`src/flic_pkg.sv`:
```
// Summary of operation
// - Two priority bits select levels zero to three.
// - Only strictly higher level preempts; three never.
// - Simultaneous different levels: higher level served first.
// - Fixed ranking breaks ties within one level.
// - Ranking: ext0, timers, serials, twowire ... watchdog last.
// - Vectors 0003h stepping eight; reset uses 0000h.
// - Enable bits mapped across two registers plus two.
// - Priority bits share enable position for every source.
// - Flags cleared by hardware, software, or either.
// - Only listed sources may wake from stop.
// - Comparator wakes stop only in level mode.
// - All sources sampled into flags every cycle.
// - Poll, respond, save, load: four clocks minimum.
// - Active equal or higher service delays new entry.
// - Qualified requests OR into one core request.
// - Wake-capable sources limited to the fixed set.
// - Core request also wakes from idle.
// - Separate stop wake signal for stop and sleep.
// - Global enable gates every source enable for the core request; stop wake ignores it.
// - No dispatch until one instruction after return/config.
package flic_pkg;
	localparam int NSRC = 16;
	// Source index equals ranking position minus one.
	localparam logic [3:0] SRC_EXT0 = 4'h0;
	localparam logic [3:0] SRC_CMP = 4'hc;
	// Sources whose enable and priority bits live in group 1.
	localparam logic [15:0] SRC_IN_GROUP1 = 16'hb7c0;
	// Bit position of each source inside its group, source 15 first.
	localparam logic [47:0] SRC_POS = {3'd7, 3'd6, 3'd6, 3'd2, 3'd7, 3'd3, 3'd5, 3'd1,
		3'd4, 3'd0, 3'd5, 3'd4, 3'd3, 3'd2, 3'd1, 3'd0};
	// Flags that the controller clears when their vector is taken.
	localparam logic [15:0] HW_CLR_MASK = 16'hfe8f;
	// Flags that software is allowed to clear.
	localparam logic [15:0] SW_CLR_MASK = 16'hf7fa;
	// Sources able to raise the stop wake signal.
	localparam logic [15:0] STOP_WAKE_MASK = 16'hf285;
	localparam logic [15:0] VEC_BASE = 16'h0003;
	localparam logic [15:0] VEC_RESET = 16'h0000;
	localparam logic [15:0] FLAG_RESET = 16'h0000;
	localparam logic [3:0] SVC_RESET = 4'h0;
	localparam int ENTRY_CYCLES = 4;

	typedef enum logic [2:0] {
		ST_IDLE,
		ST_POLL,
		ST_RESP,
		ST_SAVE,
		ST_LOAD
	} flic_state_e;
endpackage

```
`src/flic_flags.sv`:
```
`timescale 1ns/10ps
`default_nettype none
module flic_flags import flic_pkg::*; (
	input wire logic mclk, // System clock.
	input wire logic rst_n, // Asynchronous reset, active low.
	input wire logic [15:0] src_in, // Raw source events, ranking order.
	input wire logic [15:0] sw_clr, // Software clear requests.
	input wire logic [15:0] ack_onehot, // Source whose vector is loaded.
	output logic [15:0] flag // Pending flags.
);
	typedef struct packed {
		logic [15:0] flag;
	} flic_flags_s;
	flic_flags_s r_r;
	flic_flags_s r_nxt;
	logic [15:0] clr;

	// Every source is sampled each cycle; a set in the clearing cycle wins.
	always_comb begin
		clr = (sw_clr & SW_CLR_MASK) | (ack_onehot & HW_CLR_MASK);
		r_nxt.flag = src_in | (r_r.flag & ~clr);
	end

	always_ff @(posedge mclk or negedge rst_n) begin
		if (!rst_n) begin
			r_r.flag <= FLAG_RESET;
		end else begin
			r_r <= r_nxt;
		end
	end

	assign flag = r_r.flag;
endmodule
`default_nettype wire

```
`src/flic_arb.sv`:
```
`timescale 1ns/10ps
`default_nettype none
module flic_arb import flic_pkg::*; (
	input wire logic mclk, // System clock, assertions only.
	input wire logic rst_n, // Reset, assertions only.
	input wire logic [15:0] req, // Qualified requests.
	input wire logic [31:0] lvl, // Two-bit level per source.
	output logic win_valid, // Some request present.
	output logic [3:0] win_idx, // Winning source.
	output logic [1:0] win_lvl // Level of the winner.
);
	// Scan from lowest rank up so an equal level keeps the better rank.
	always_comb begin
		win_valid = 1'b0;
		win_idx = 4'h0;
		win_lvl = 2'h0;
		for (int i = NSRC - 1; i >= 0; i--) begin
			if (req[i] && (!win_valid || lvl[2*i+:2] >= win_lvl)) begin
				win_valid = 1'b1;
				win_idx = 4'(i);
				win_lvl = lvl[2*i+:2];
			end
		end
	end
endmodule
`default_nettype wire

```
`src/flic_ctrl.sv`:
```
`timescale 1ns/10ps
`default_nettype none
module flic_ctrl import flic_pkg::*; (
	input wire logic mclk, // System clock, 10 MHz.
	input wire logic rst_n, // Asynchronous reset, active low.
	input wire logic [15:0] src_in, // Source events in ranking order.
	input wire logic [15:0] sw_clr, // Software flag clears.
	input wire logic [6:0] enable_register0_or_ext0_flag, // Enable register 0.
	input wire logic [6:0] enable_register1_or_ext1_flag, // Enable register 1.
	input wire logic nv_write_done_enable, // Write-done enable.
	input wire logic watchdog_irq_enable, // Watchdog enable.
	input wire logic global_irq_enable, // Global enable.
	input wire logic [7:0] priority_low_group0, // Low priority bits, group 0.
	input wire logic [7:0] priority_high_group0, // High priority bits, group 0.
	input wire logic [7:0] priority_low_group1, // Low priority bits, group 1.
	input wire logic [7:0] priority_high_group1, // High priority bits, group 1.
	input wire logic cmp_level_mode, // Comparator uses level events.
	input wire logic insn_end, // Last cycle of an instruction.
	input wire logic reti, // Return from service, in its last cycle.
	input wire logic cfg_access, // Enable or priority access, last cycle.
	output logic int_req, // Combined request, also idle wake.
	output logic stop_wake, // Stop and sleep wake.
	output logic core_respond, // Entry cycle two.
	output logic ctx_save, // Entry cycle three.
	output logic vec_load, // Entry cycle four, vector valid.
	output logic [15:0] vector, // Service vector address.
	output logic [15:0] pend_flag, // Pending flags for reading.
	output logic [3:0] svc_active // Levels in service.
);
	typedef struct packed {
		flic_state_e st;
		logic [3:0] idx;
		logic [1:0] lvl;
		logic [3:0] svc;
		logic hold;
		logic [15:0] vec;
	} flic_ctrl_s;
	flic_ctrl_s r_r;
	flic_ctrl_s r_nxt;

	logic [15:0] flag;
	logic [15:0] en_src;
	logic [15:0] qual;
	logic [31:0] lvl_src;
	logic [7:0] en_g0;
	logic [7:0] en_g1;
	logic [15:0] ack_onehot;
	logic win_valid;
	logic [3:0] win_idx;
	logic [1:0] win_lvl;
	logic can_take;

	// Picks a source's bit out of its group pair.
	function automatic logic pick(input logic [7:0] g0, input logic [7:0] g1, input int i);
		logic [2:0] pos;
		pos = SRC_POS[3*i+:3];
		pick = SRC_IN_GROUP1[i] ? g1[pos] : g0[pos];
	endfunction

	// Highest level currently in service.
	function automatic logic [1:0] top_lvl(input logic [3:0] svc);
		top_lvl = 2'h0;
		for (int k = 0; k < 4; k++) begin
			if (svc[k]) begin
				top_lvl = 2'(k);
			end
		end
	endfunction

	// Write-done and watchdog enables occupy bit 7 so that each enable
	// shares its position with the priority bits.
	assign en_g0 = {nv_write_done_enable, enable_register0_or_ext0_flag};
	assign en_g1 = {watchdog_irq_enable, enable_register1_or_ext1_flag};

	// Per-source enable and level.
	for (genvar i = 0; i < NSRC; i++) begin : g_src
		assign en_src[i] = pick(en_g0, en_g1, i);
		assign lvl_src[2*i+:2] = {pick(priority_high_group0, priority_high_group1, i),
			pick(priority_low_group0, priority_low_group1, i)};
	end

	// The global enable gates every source; the OR serves also as idle wake.
	assign qual = flag & en_src & {16{global_irq_enable}};
	assign int_req = |qual;

	// Stop wake ignores the global enable since the core is halted; the
	// comparator only counts when it produces level events.
	always_comb begin
		logic [15:0] wk;
		wk = flag & en_src & STOP_WAKE_MASK;
		wk[SRC_CMP] = wk[SRC_CMP] & cmp_level_mode;
		stop_wake = |wk;
	end

	flic_flags u_flags (
		.mclk(mclk),
		.rst_n(rst_n),
		.src_in(src_in),
		.sw_clr(sw_clr),
		.ack_onehot(ack_onehot),
		.flag(flag)
	);

	flic_arb u_arb (
		.mclk(mclk),
		.rst_n(rst_n),
		.req(qual),
		.lvl(lvl_src),
		.win_valid(win_valid),
		.win_idx(win_idx),
		.win_lvl(win_lvl)
	);

	// Entry is allowed at an instruction end, outside the hold after a
	// return or configuration access, and only above the active level.
	assign can_take = win_valid && insn_end && !r_r.hold && !reti && !cfg_access
		&& (r_r.svc == 4'h0 || win_lvl > top_lvl(r_r.svc));

	// Entry sequence, service bookkeeping and the hold after return.
	always_comb begin
		r_nxt = r_r;
		if (reti || cfg_access) begin
			r_nxt.hold = 1'b1;
		end else if (insn_end) begin
			r_nxt.hold = 1'b0;
		end
		if (reti && r_r.svc != 4'h0) begin
			r_nxt.svc[top_lvl(r_r.svc)] = 1'b0;
		end
		case (r_r.st)
			ST_IDLE: begin
				if (can_take) begin
					r_nxt.st = ST_POLL;
					r_nxt.idx = win_idx;
					r_nxt.lvl = win_lvl;
				end
			end
			ST_POLL: begin
				r_nxt.st = ST_RESP;
			end
			ST_RESP: begin
				r_nxt.st = ST_SAVE;
			end
			ST_SAVE: begin
				r_nxt.st = ST_LOAD;
				r_nxt.vec = VEC_BASE + {9'h000, r_r.idx, 3'h0};
			end
			ST_LOAD: begin
				r_nxt.st = ST_IDLE;
				r_nxt.svc[r_r.lvl] = 1'b1;
			end
			default: begin
				r_nxt.st = ST_IDLE;
			end
		endcase
	end

	always_ff @(posedge mclk or negedge rst_n) begin
		if (!rst_n) begin
			r_r.st <= ST_IDLE;
			r_r.idx <= 4'h0;
			r_r.lvl <= 2'h0;
			r_r.svc <= SVC_RESET;
			r_r.hold <= 1'b0;
			r_r.vec <= VEC_RESET;
		end else begin
			r_r <= r_nxt;
		end
	end

	// The taken source is cleared only if its flag is a hardware-clear type.
	assign ack_onehot = (r_r.st == ST_LOAD) ? (16'h0001 << r_r.idx) : 16'h0000;
	assign core_respond = (r_r.st == ST_RESP);
	assign ctx_save = (r_r.st == ST_SAVE);
	assign vec_load = (r_r.st == ST_LOAD);
	assign vector = r_r.vec;
	assign pend_flag = flag;
	assign svc_active = r_r.svc;
endmodule
`default_nettype wire

```
`config.mk`:
```
export PLATFORM = sky130hd
export DESIGN_NAME = flic_ctrl
export DESIGN_NICKNAME = d
export VERILOG_FILES = /design/src/flic_pkg.sv /design/src/flic_flags.sv /design/src/flic_arb.sv /design/src/flic_ctrl.sv
export SDC_FILE = /design/constraint.sdc
export NUM_CORES = 1
export LEC_CHECK = 0
export BUFFER_PORTS_ARGS = -buffer_cell sky130_fd_sc_hd__buf_4
export CORE_MARGIN = 2
export CORE_UTILIZATION = 51
export CTS_CLUSTER_SIZE = 40
export DETAILED_ROUTE_END_ITERATION = 16
export HOLD_SLACK_MARGIN = 0.06
export PLACE_DENSITY = 0.93
export SLEW_MARGIN = 15
export SYNTH_ARGS = -nofsm -noshare
export SYNTH_HDL_FRONTEND = slang
export SYNTH_SLANG_ARGS = --single-unit
```
`constraint.sdc`:
```
create_clock -name mclk -period 25.4 [get_ports mclk]
set_input_delay 3.81 -clock mclk [delete_from_list [all_inputs] [get_ports mclk]]
set_output_delay 3.81 -clock mclk [all_outputs]
set_load 0.01 [all_outputs]
```
Word-level counts from Yosys, hierarchy flattened

Index checks and enable logic that the tools add are counted.

Bits in read-only memories: 0
Input port bits: 87
Logic and storage cells: 172
Bits in latches: 0
Memories kept: 0
Bits in writable memories: 0
Output and inout bits: 41
Register bits: 46

Reductions and logical operators: 65
Bitwise gates (word level): 10
Muxes and demuxes: 63
Divide/modulo/power cells: 0
$mul: 0
Add/subtract/negate cells: 1
Shift-type cells: 1
Order comparisons: 20
Eq/ne operators: 5

Operators with widths:

| cell                                                               | count |
|---|---|
| 2-to-1 mux 4 bit                                                   | 18 |
| AND 16 bit                                                         | 3 |
| 2-to-1 mux 2 bit                                                   | 19 |
| OR 16 bit                                                          | 2 |
| greater-or-equal comparator 2 bit                                  | 15 |
| logical AND 1 bit                                                  | 23 |
| 2-to-1 mux 1 bit                                                   | 21 |
| zero test 1 bit                                                    | 18 |
| logical OR 1 bit                                                   | 17 |
| 2-to-1 mux 16 bit                                                  | 1 |
| inverter 16 bit                                                    | 1 |
| OR reduction 16 bit                                                | 1 |
| left shift 1 x 4 -> 16 bit (first input constant)                  | 1 |
| one-hot mux 3 bit (4 select lines)                                 | 1 |
| 2-to-1 mux 9 bit                                                   | 1 |
| adder 2 x 7 -> 8 bit (first input constant)                        | 1 |
| OR reduction 8 bit                                                 | 1 |
| equality test 3 x 2 -> 1 bit (second input constant)               | 2 |
| < comparator 2 x 3 -> 1 bit (second input constant)                | 2 |
| AND 4 bit                                                          | 1 |
| demux 1 bit (select 2 bit)                                         | 2 |
| greater-or-equal comparator 2 x 1 -> 1 bit (second input constant) | 2 |
| zero test 4 bit                                                    | 1 |
| inverter 4 bit                                                     | 1 |
| 10 further kinds                                                   | 10 |

Logic depth before layout (Yosys ltp)

Depth in word-level cells: 70
Mapped depth: 108
Gate-level depth less buffers: 106

By module

From an unflattened synthesis, not the netlist that was laid out.

Cells, all modules: 430
Area, all modules: 3,542.1 µm²

Modules (own cells, without submodules):

| module     | cells each | area an instance (µm²) | times used |
|---|---|---|---|
| flic_arb   | 233        | 1,652.8                | 1 |
| flic_ctrl  | 149        | 1,308.8                | 1 |
| flic_flags | 48         | 580.6                  | 1 |

Worst setup path after synthesis

OpenSTA, ideal clock, no wires.

Path type: input port to flip-flop
From: in global_irq_enable
To: reg r_r[25] in the netlist's numbering
Arrival time: 22.819 ns
Required time: 25.324 ns
Library setup time: 0.076 ns
Slack: 2.505 ns
Cell stages on the path: 104
Path through: buf_2 > clkbuf_1 > nand4_1 > ha_1 > or3b_1 > a21oi_1 > o2bb2ai_1 > and2_1 > ha_1 > nand2b_1 > a211oi_1 > nor2_1 > o211a_1 > ha_1 > nand2b_1 > a211o_2 > a21oi_1 > o211ai_2 > [68 not listed] > nand2b_1 > maj3_1 > o221ai_4 > mux2i_1 > o22ai_2 > ha_1 > nand2b_1 > a21oi_1 > a21oi_1 > inv_1 > mux2i_1 > ha_1 > nand2_1 > o21ai_0 > o41ai_1 > nand4_1 > or3_1 > o21ai_1

Longest elaborated chain between the ends: 68

RTL lines:

| item                                                                                       | line             | RTL |
|---|---|---|
| start: declaration                                                                         | flic_ctrl.sv:12  | `input wire logic global_irq_enable,` |
| AND 16 bit (*)                                                                             | flic_ctrl.sv:83  | `assign qual = flag & en_src & {16{global_irq_enable}};` |
| parallel branches: the longest is 67 deep, another holds greater-or-equal comparator 2 bit | --               |  |
| end signal: assignment                                                                     | flic_ctrl.sv:167 | `r_r <= r_nxt;` |
| end: declaration                                                                           | flic_ctrl.sv:38  | `flic_ctrl_s r_r;` |

Mark *: on every way between the ends.
A chain may end at the register's enable or synchronous reset.

Worst setup path after layout

Same ends and word-level chain as after synthesis.

==> flow_summary.json <==
{
  "reg2reg_from": "u_flags.flag[15]$_DFF_PN0_",
  "final_area_sq_um": 4490,
  "cp_common_cell": "ha_1",
  "synthesis.instances": 429,
  "clockRootBuffer": "clkbuf_8",
  "hp-start": "vector[3]$_DFFE_PN0P_",
  "synthArstFlopShare_pct": 100,
  "clkPwrFrac_pct": 19.0,
  "swShare_pct": 40.0,
  "drive_gt1_share_pct": 33.7,
  "finalHoldViolCount": 0,
  "grt_antenna_before_repair": 0,
  "grt_pass1_wl_um": 16300,
  "grt_max_degree": 36,
  "slowest_delay_ps": 480,
  "critPathSlowestCell": "or3b_2",
  "post-route-min-period_ps": 24320,
  "crit_buf_inv": 4,
  "start_kind": "primary input",
  "ys_seq_elements": 35,
  "maxSlewViolCount": 0,
  "drcViolationCount": 0,
  "max_freq_mhz": 41.1,
  "tightest_slew_ps": 1070,
  "drt_iter0_markers": 349,
  "hp-class": "flop to flop",
  "rows": 30,
  "port_buffers": 114,
  "ir_drop_v": 0.0000477,
  "crit_required_ps": 25620,
  "pwr-share-comb_pct": 46.4,
  "yosysTopAreaCell": "dfrtp_1",
  "critPathMaxFanout": 26,
  "insertion_delay_ps": 290,
  "n_antenna_cell": 0,
  "gr-total-overflow": 0,
  "total_power_mw": 0.234,
  "area_delta_synth_final_pct": 29.3,
  "status": "complete, no violations",
  "critPathArrivalTime_ps": 24540,
  "p_per_area_nw_per_um2": 52.1,
  "grt_pass1_vias": 3579,
  "setup_violations": 0,
  "initial_core_util_pct": 52.0,
  "drv_cap": 0,
  "ant_nets": 0,
  "via_per_inst": 6.20,
  "synth_area_leaders": "dfrtp_1 25%, ha_1 8.3%, nand2_1 6.6%, inv_1 4.5%, buf_4 4.3%",
  "critPathKind": "primary input to flop",
  "power_frac_seq_pct": 34.7,
  "leakagePower_nw": 2.24,
  "slew_headroom_pct": 28.8,
  "crit_family": "compound AO/OA/AOI/OAI gates",
  "syn_avg_cell_area_sq_um": 8.11,
  "internal_power_mw": 0.140,
  "grt_usage_pct": 26.8,
  "clockBufferDepth": 2,
  "synth_edf_count": 0,
  "yosys_warnings": 0,
  "numCtsBuffers": 5,
  "path_clk_slew_ps": 80,
  "dieArea_sq_um": 7490,
  "cts_max_level": 2,
  "syn_area_sq_um": 3480,
  "core_area_sq_um": 6680,
  "endpoint_kind": "flop",
  "final_common_cell": "buf_4",
  "numClockSinks": 35,
  "net-switching-power_mw": 0.0938,
  "crit_start": "global_irq_enable",
  "fp.dieH_um": 86.6,
  "dpl_cell_area_sq_um": 4300,
  "yosysSeqAreaShare_pct": 25.2,
  "nNetsFinal": 649,
  "post_drt_wl_per_cell_um": 16.7,
  "hold-worst-slack_ps": 496,
  "finClkSkew_ps": 3.13,
  "hpwl_um": 8010,
  "place.gp.congestion": 0.948,
  "drt-total-wl_um": 10400,
  "layout_common_cells": "118 x buf_4, 60 x nand2_1, 42 x inv_1",
  "first_pass_iters": 7,
  "rrSetupSlack_ps": 4390,
  "vias": 3843,
  "yosys_most_used_dff": "dfrtp_1",
  "netlist.area_leader.share_pct": 25.2,
  "ys_types": 82,
  "period_share_pct": 95.8,
  "dieWidth_um": 86.6,
  "cts_tree": "yes",
  "ios": 128
}
-- worst paths after layout --
path                                             end  cells past startpoint
max                              r_r[25]$_DFFE_PN0P_                    104
min                            vector[3]$_DFFE_PN0P_                      2
max reg2reg                      r_r[25]$_DFFE_PN0P_                    103
min reg2reg                    vector[3]$_DFFE_PN0P_                      2
max in group asynchronous  u_flags.flag[8]$_DFF_PN0_                      1
min in group asynchronous    svc_active[3]$_DFF_PN0_                      1
-- metrics by stage --
stage / worst slack (ps) / utilization, % / cells / TNS [ps]
final: 1080 / 67.3 / 620 / 0
after CTS: 389 / 65.8 / 615 / 0
after global placement: 1020 / 64.3 / 607 / 0
after detailed placement: 170 / 64.3 / 607 / 0
after global routing: -119 / 67.3 / 620 / -219
after floorplan: 2500 / - / 438 / 0
-- cell usage after synthesis (3+ instances only) --
cell type / instances
a211oi_1: 3
a21boi_2: 3
a21o_1: 10
a21oi_1: 16
a22oi_1: 4
a31o_2: 9
a31oi_1: 4
and2_1: 3
and3_1: 11
buf_4: 20
clkbuf_1: 3
dfrtp_1: 35
ha_1: 23
inv_1: 42
mux2i_1: 3
nand2_1: 61
nand2b_1: 15
nand3_1: 17
nand4_1: 8
nor2_1: 24
nor2b_1: 3
nor3_1: 6
o211a_1: 4
o21ai_0: 14
o21ai_1: 10
o31ai_1: 6
-- final cells by class --
type / instances / area, sq um
Multi-Input combinational cell: 335 / 2360
Fill cell: 517 / 2190
Timing Repair Buffer: 119 / 897
Sequential cell: 35 / 876
Inverter: 43 / 161
Tap cell: 80 / 100
Clock buffer: 6 / 82.6
Clock inverter: 2 / 16.3
-- power by group through the flow --
stage / clock network (mW) / registers (mW) / logic [mW]
6_report: 0.0445 / 0.0812 / 0.109
5_1_grt: 0.0471 / 0.0827 / 0.119
4_1_cts: 0.0448 / 0.0804 / 0.105
3_5_place_dp: 0 / 0.0811 / 0.104
3_3_place_gp: 0 / 0.0807 / 0.0994
2_1_floorplan: 0 / 0.0763 / 0.0746
-- registers in the layout, summed over array words and instances (netlist names) --
register      flops
svc_active        4
vector            5
u_flags.flag     16
r_r              10
-- cell families (layout without fill, tap and decap cells) --
kind of cell | after synthesis | in the layout | synth area share (%)
AO/OA/AOI/OAI | 123 | 123 | 28.7
adder cells (fa/ha/maj) | 25 | 25 | 8.89
AND/OR/NAND/NOR | 169 | 169 | 24.9
buffers and inverters | 68 | 170 | 9.57
XOR/XNOR | 1 | 1 | 0.252
flip-flops | 35 | 35 | 25.2
other | 1 | 10 | 0.108
multiplexers | 7 | 7 | 2.37
-- layer usage --
| metal | vias up | global-route usage, % | part of all wire, % |
|---|---|---|---|
| li1 | 1752 | - | - |
| met1 | 1819 | 34.4 | 39 |
| met2 | 237 | 46.5 | 50 |
| met3 | 35 | 2.95 | 8.1 |
| met4 | 0 | 9.80 | 2.8 |
| met5 | - | 0 | 0 |
-- timing repair --
action                                  4_1_cts  5_1_grt
hold endpoints to repair                      0        0
buffers inserted                              0        5
hold buffers                                  0        0
endpoints found under the setup margin        0        7
gates resized for setup                       0       14
-- worst min-delay path, delay by kind of cell (launching register included) --
kind             cells  cell delay (ps)
and+or+nand+nor      2              110
DFF                  1              360
No activity file was read; power rests on OpenSTA's default activity.
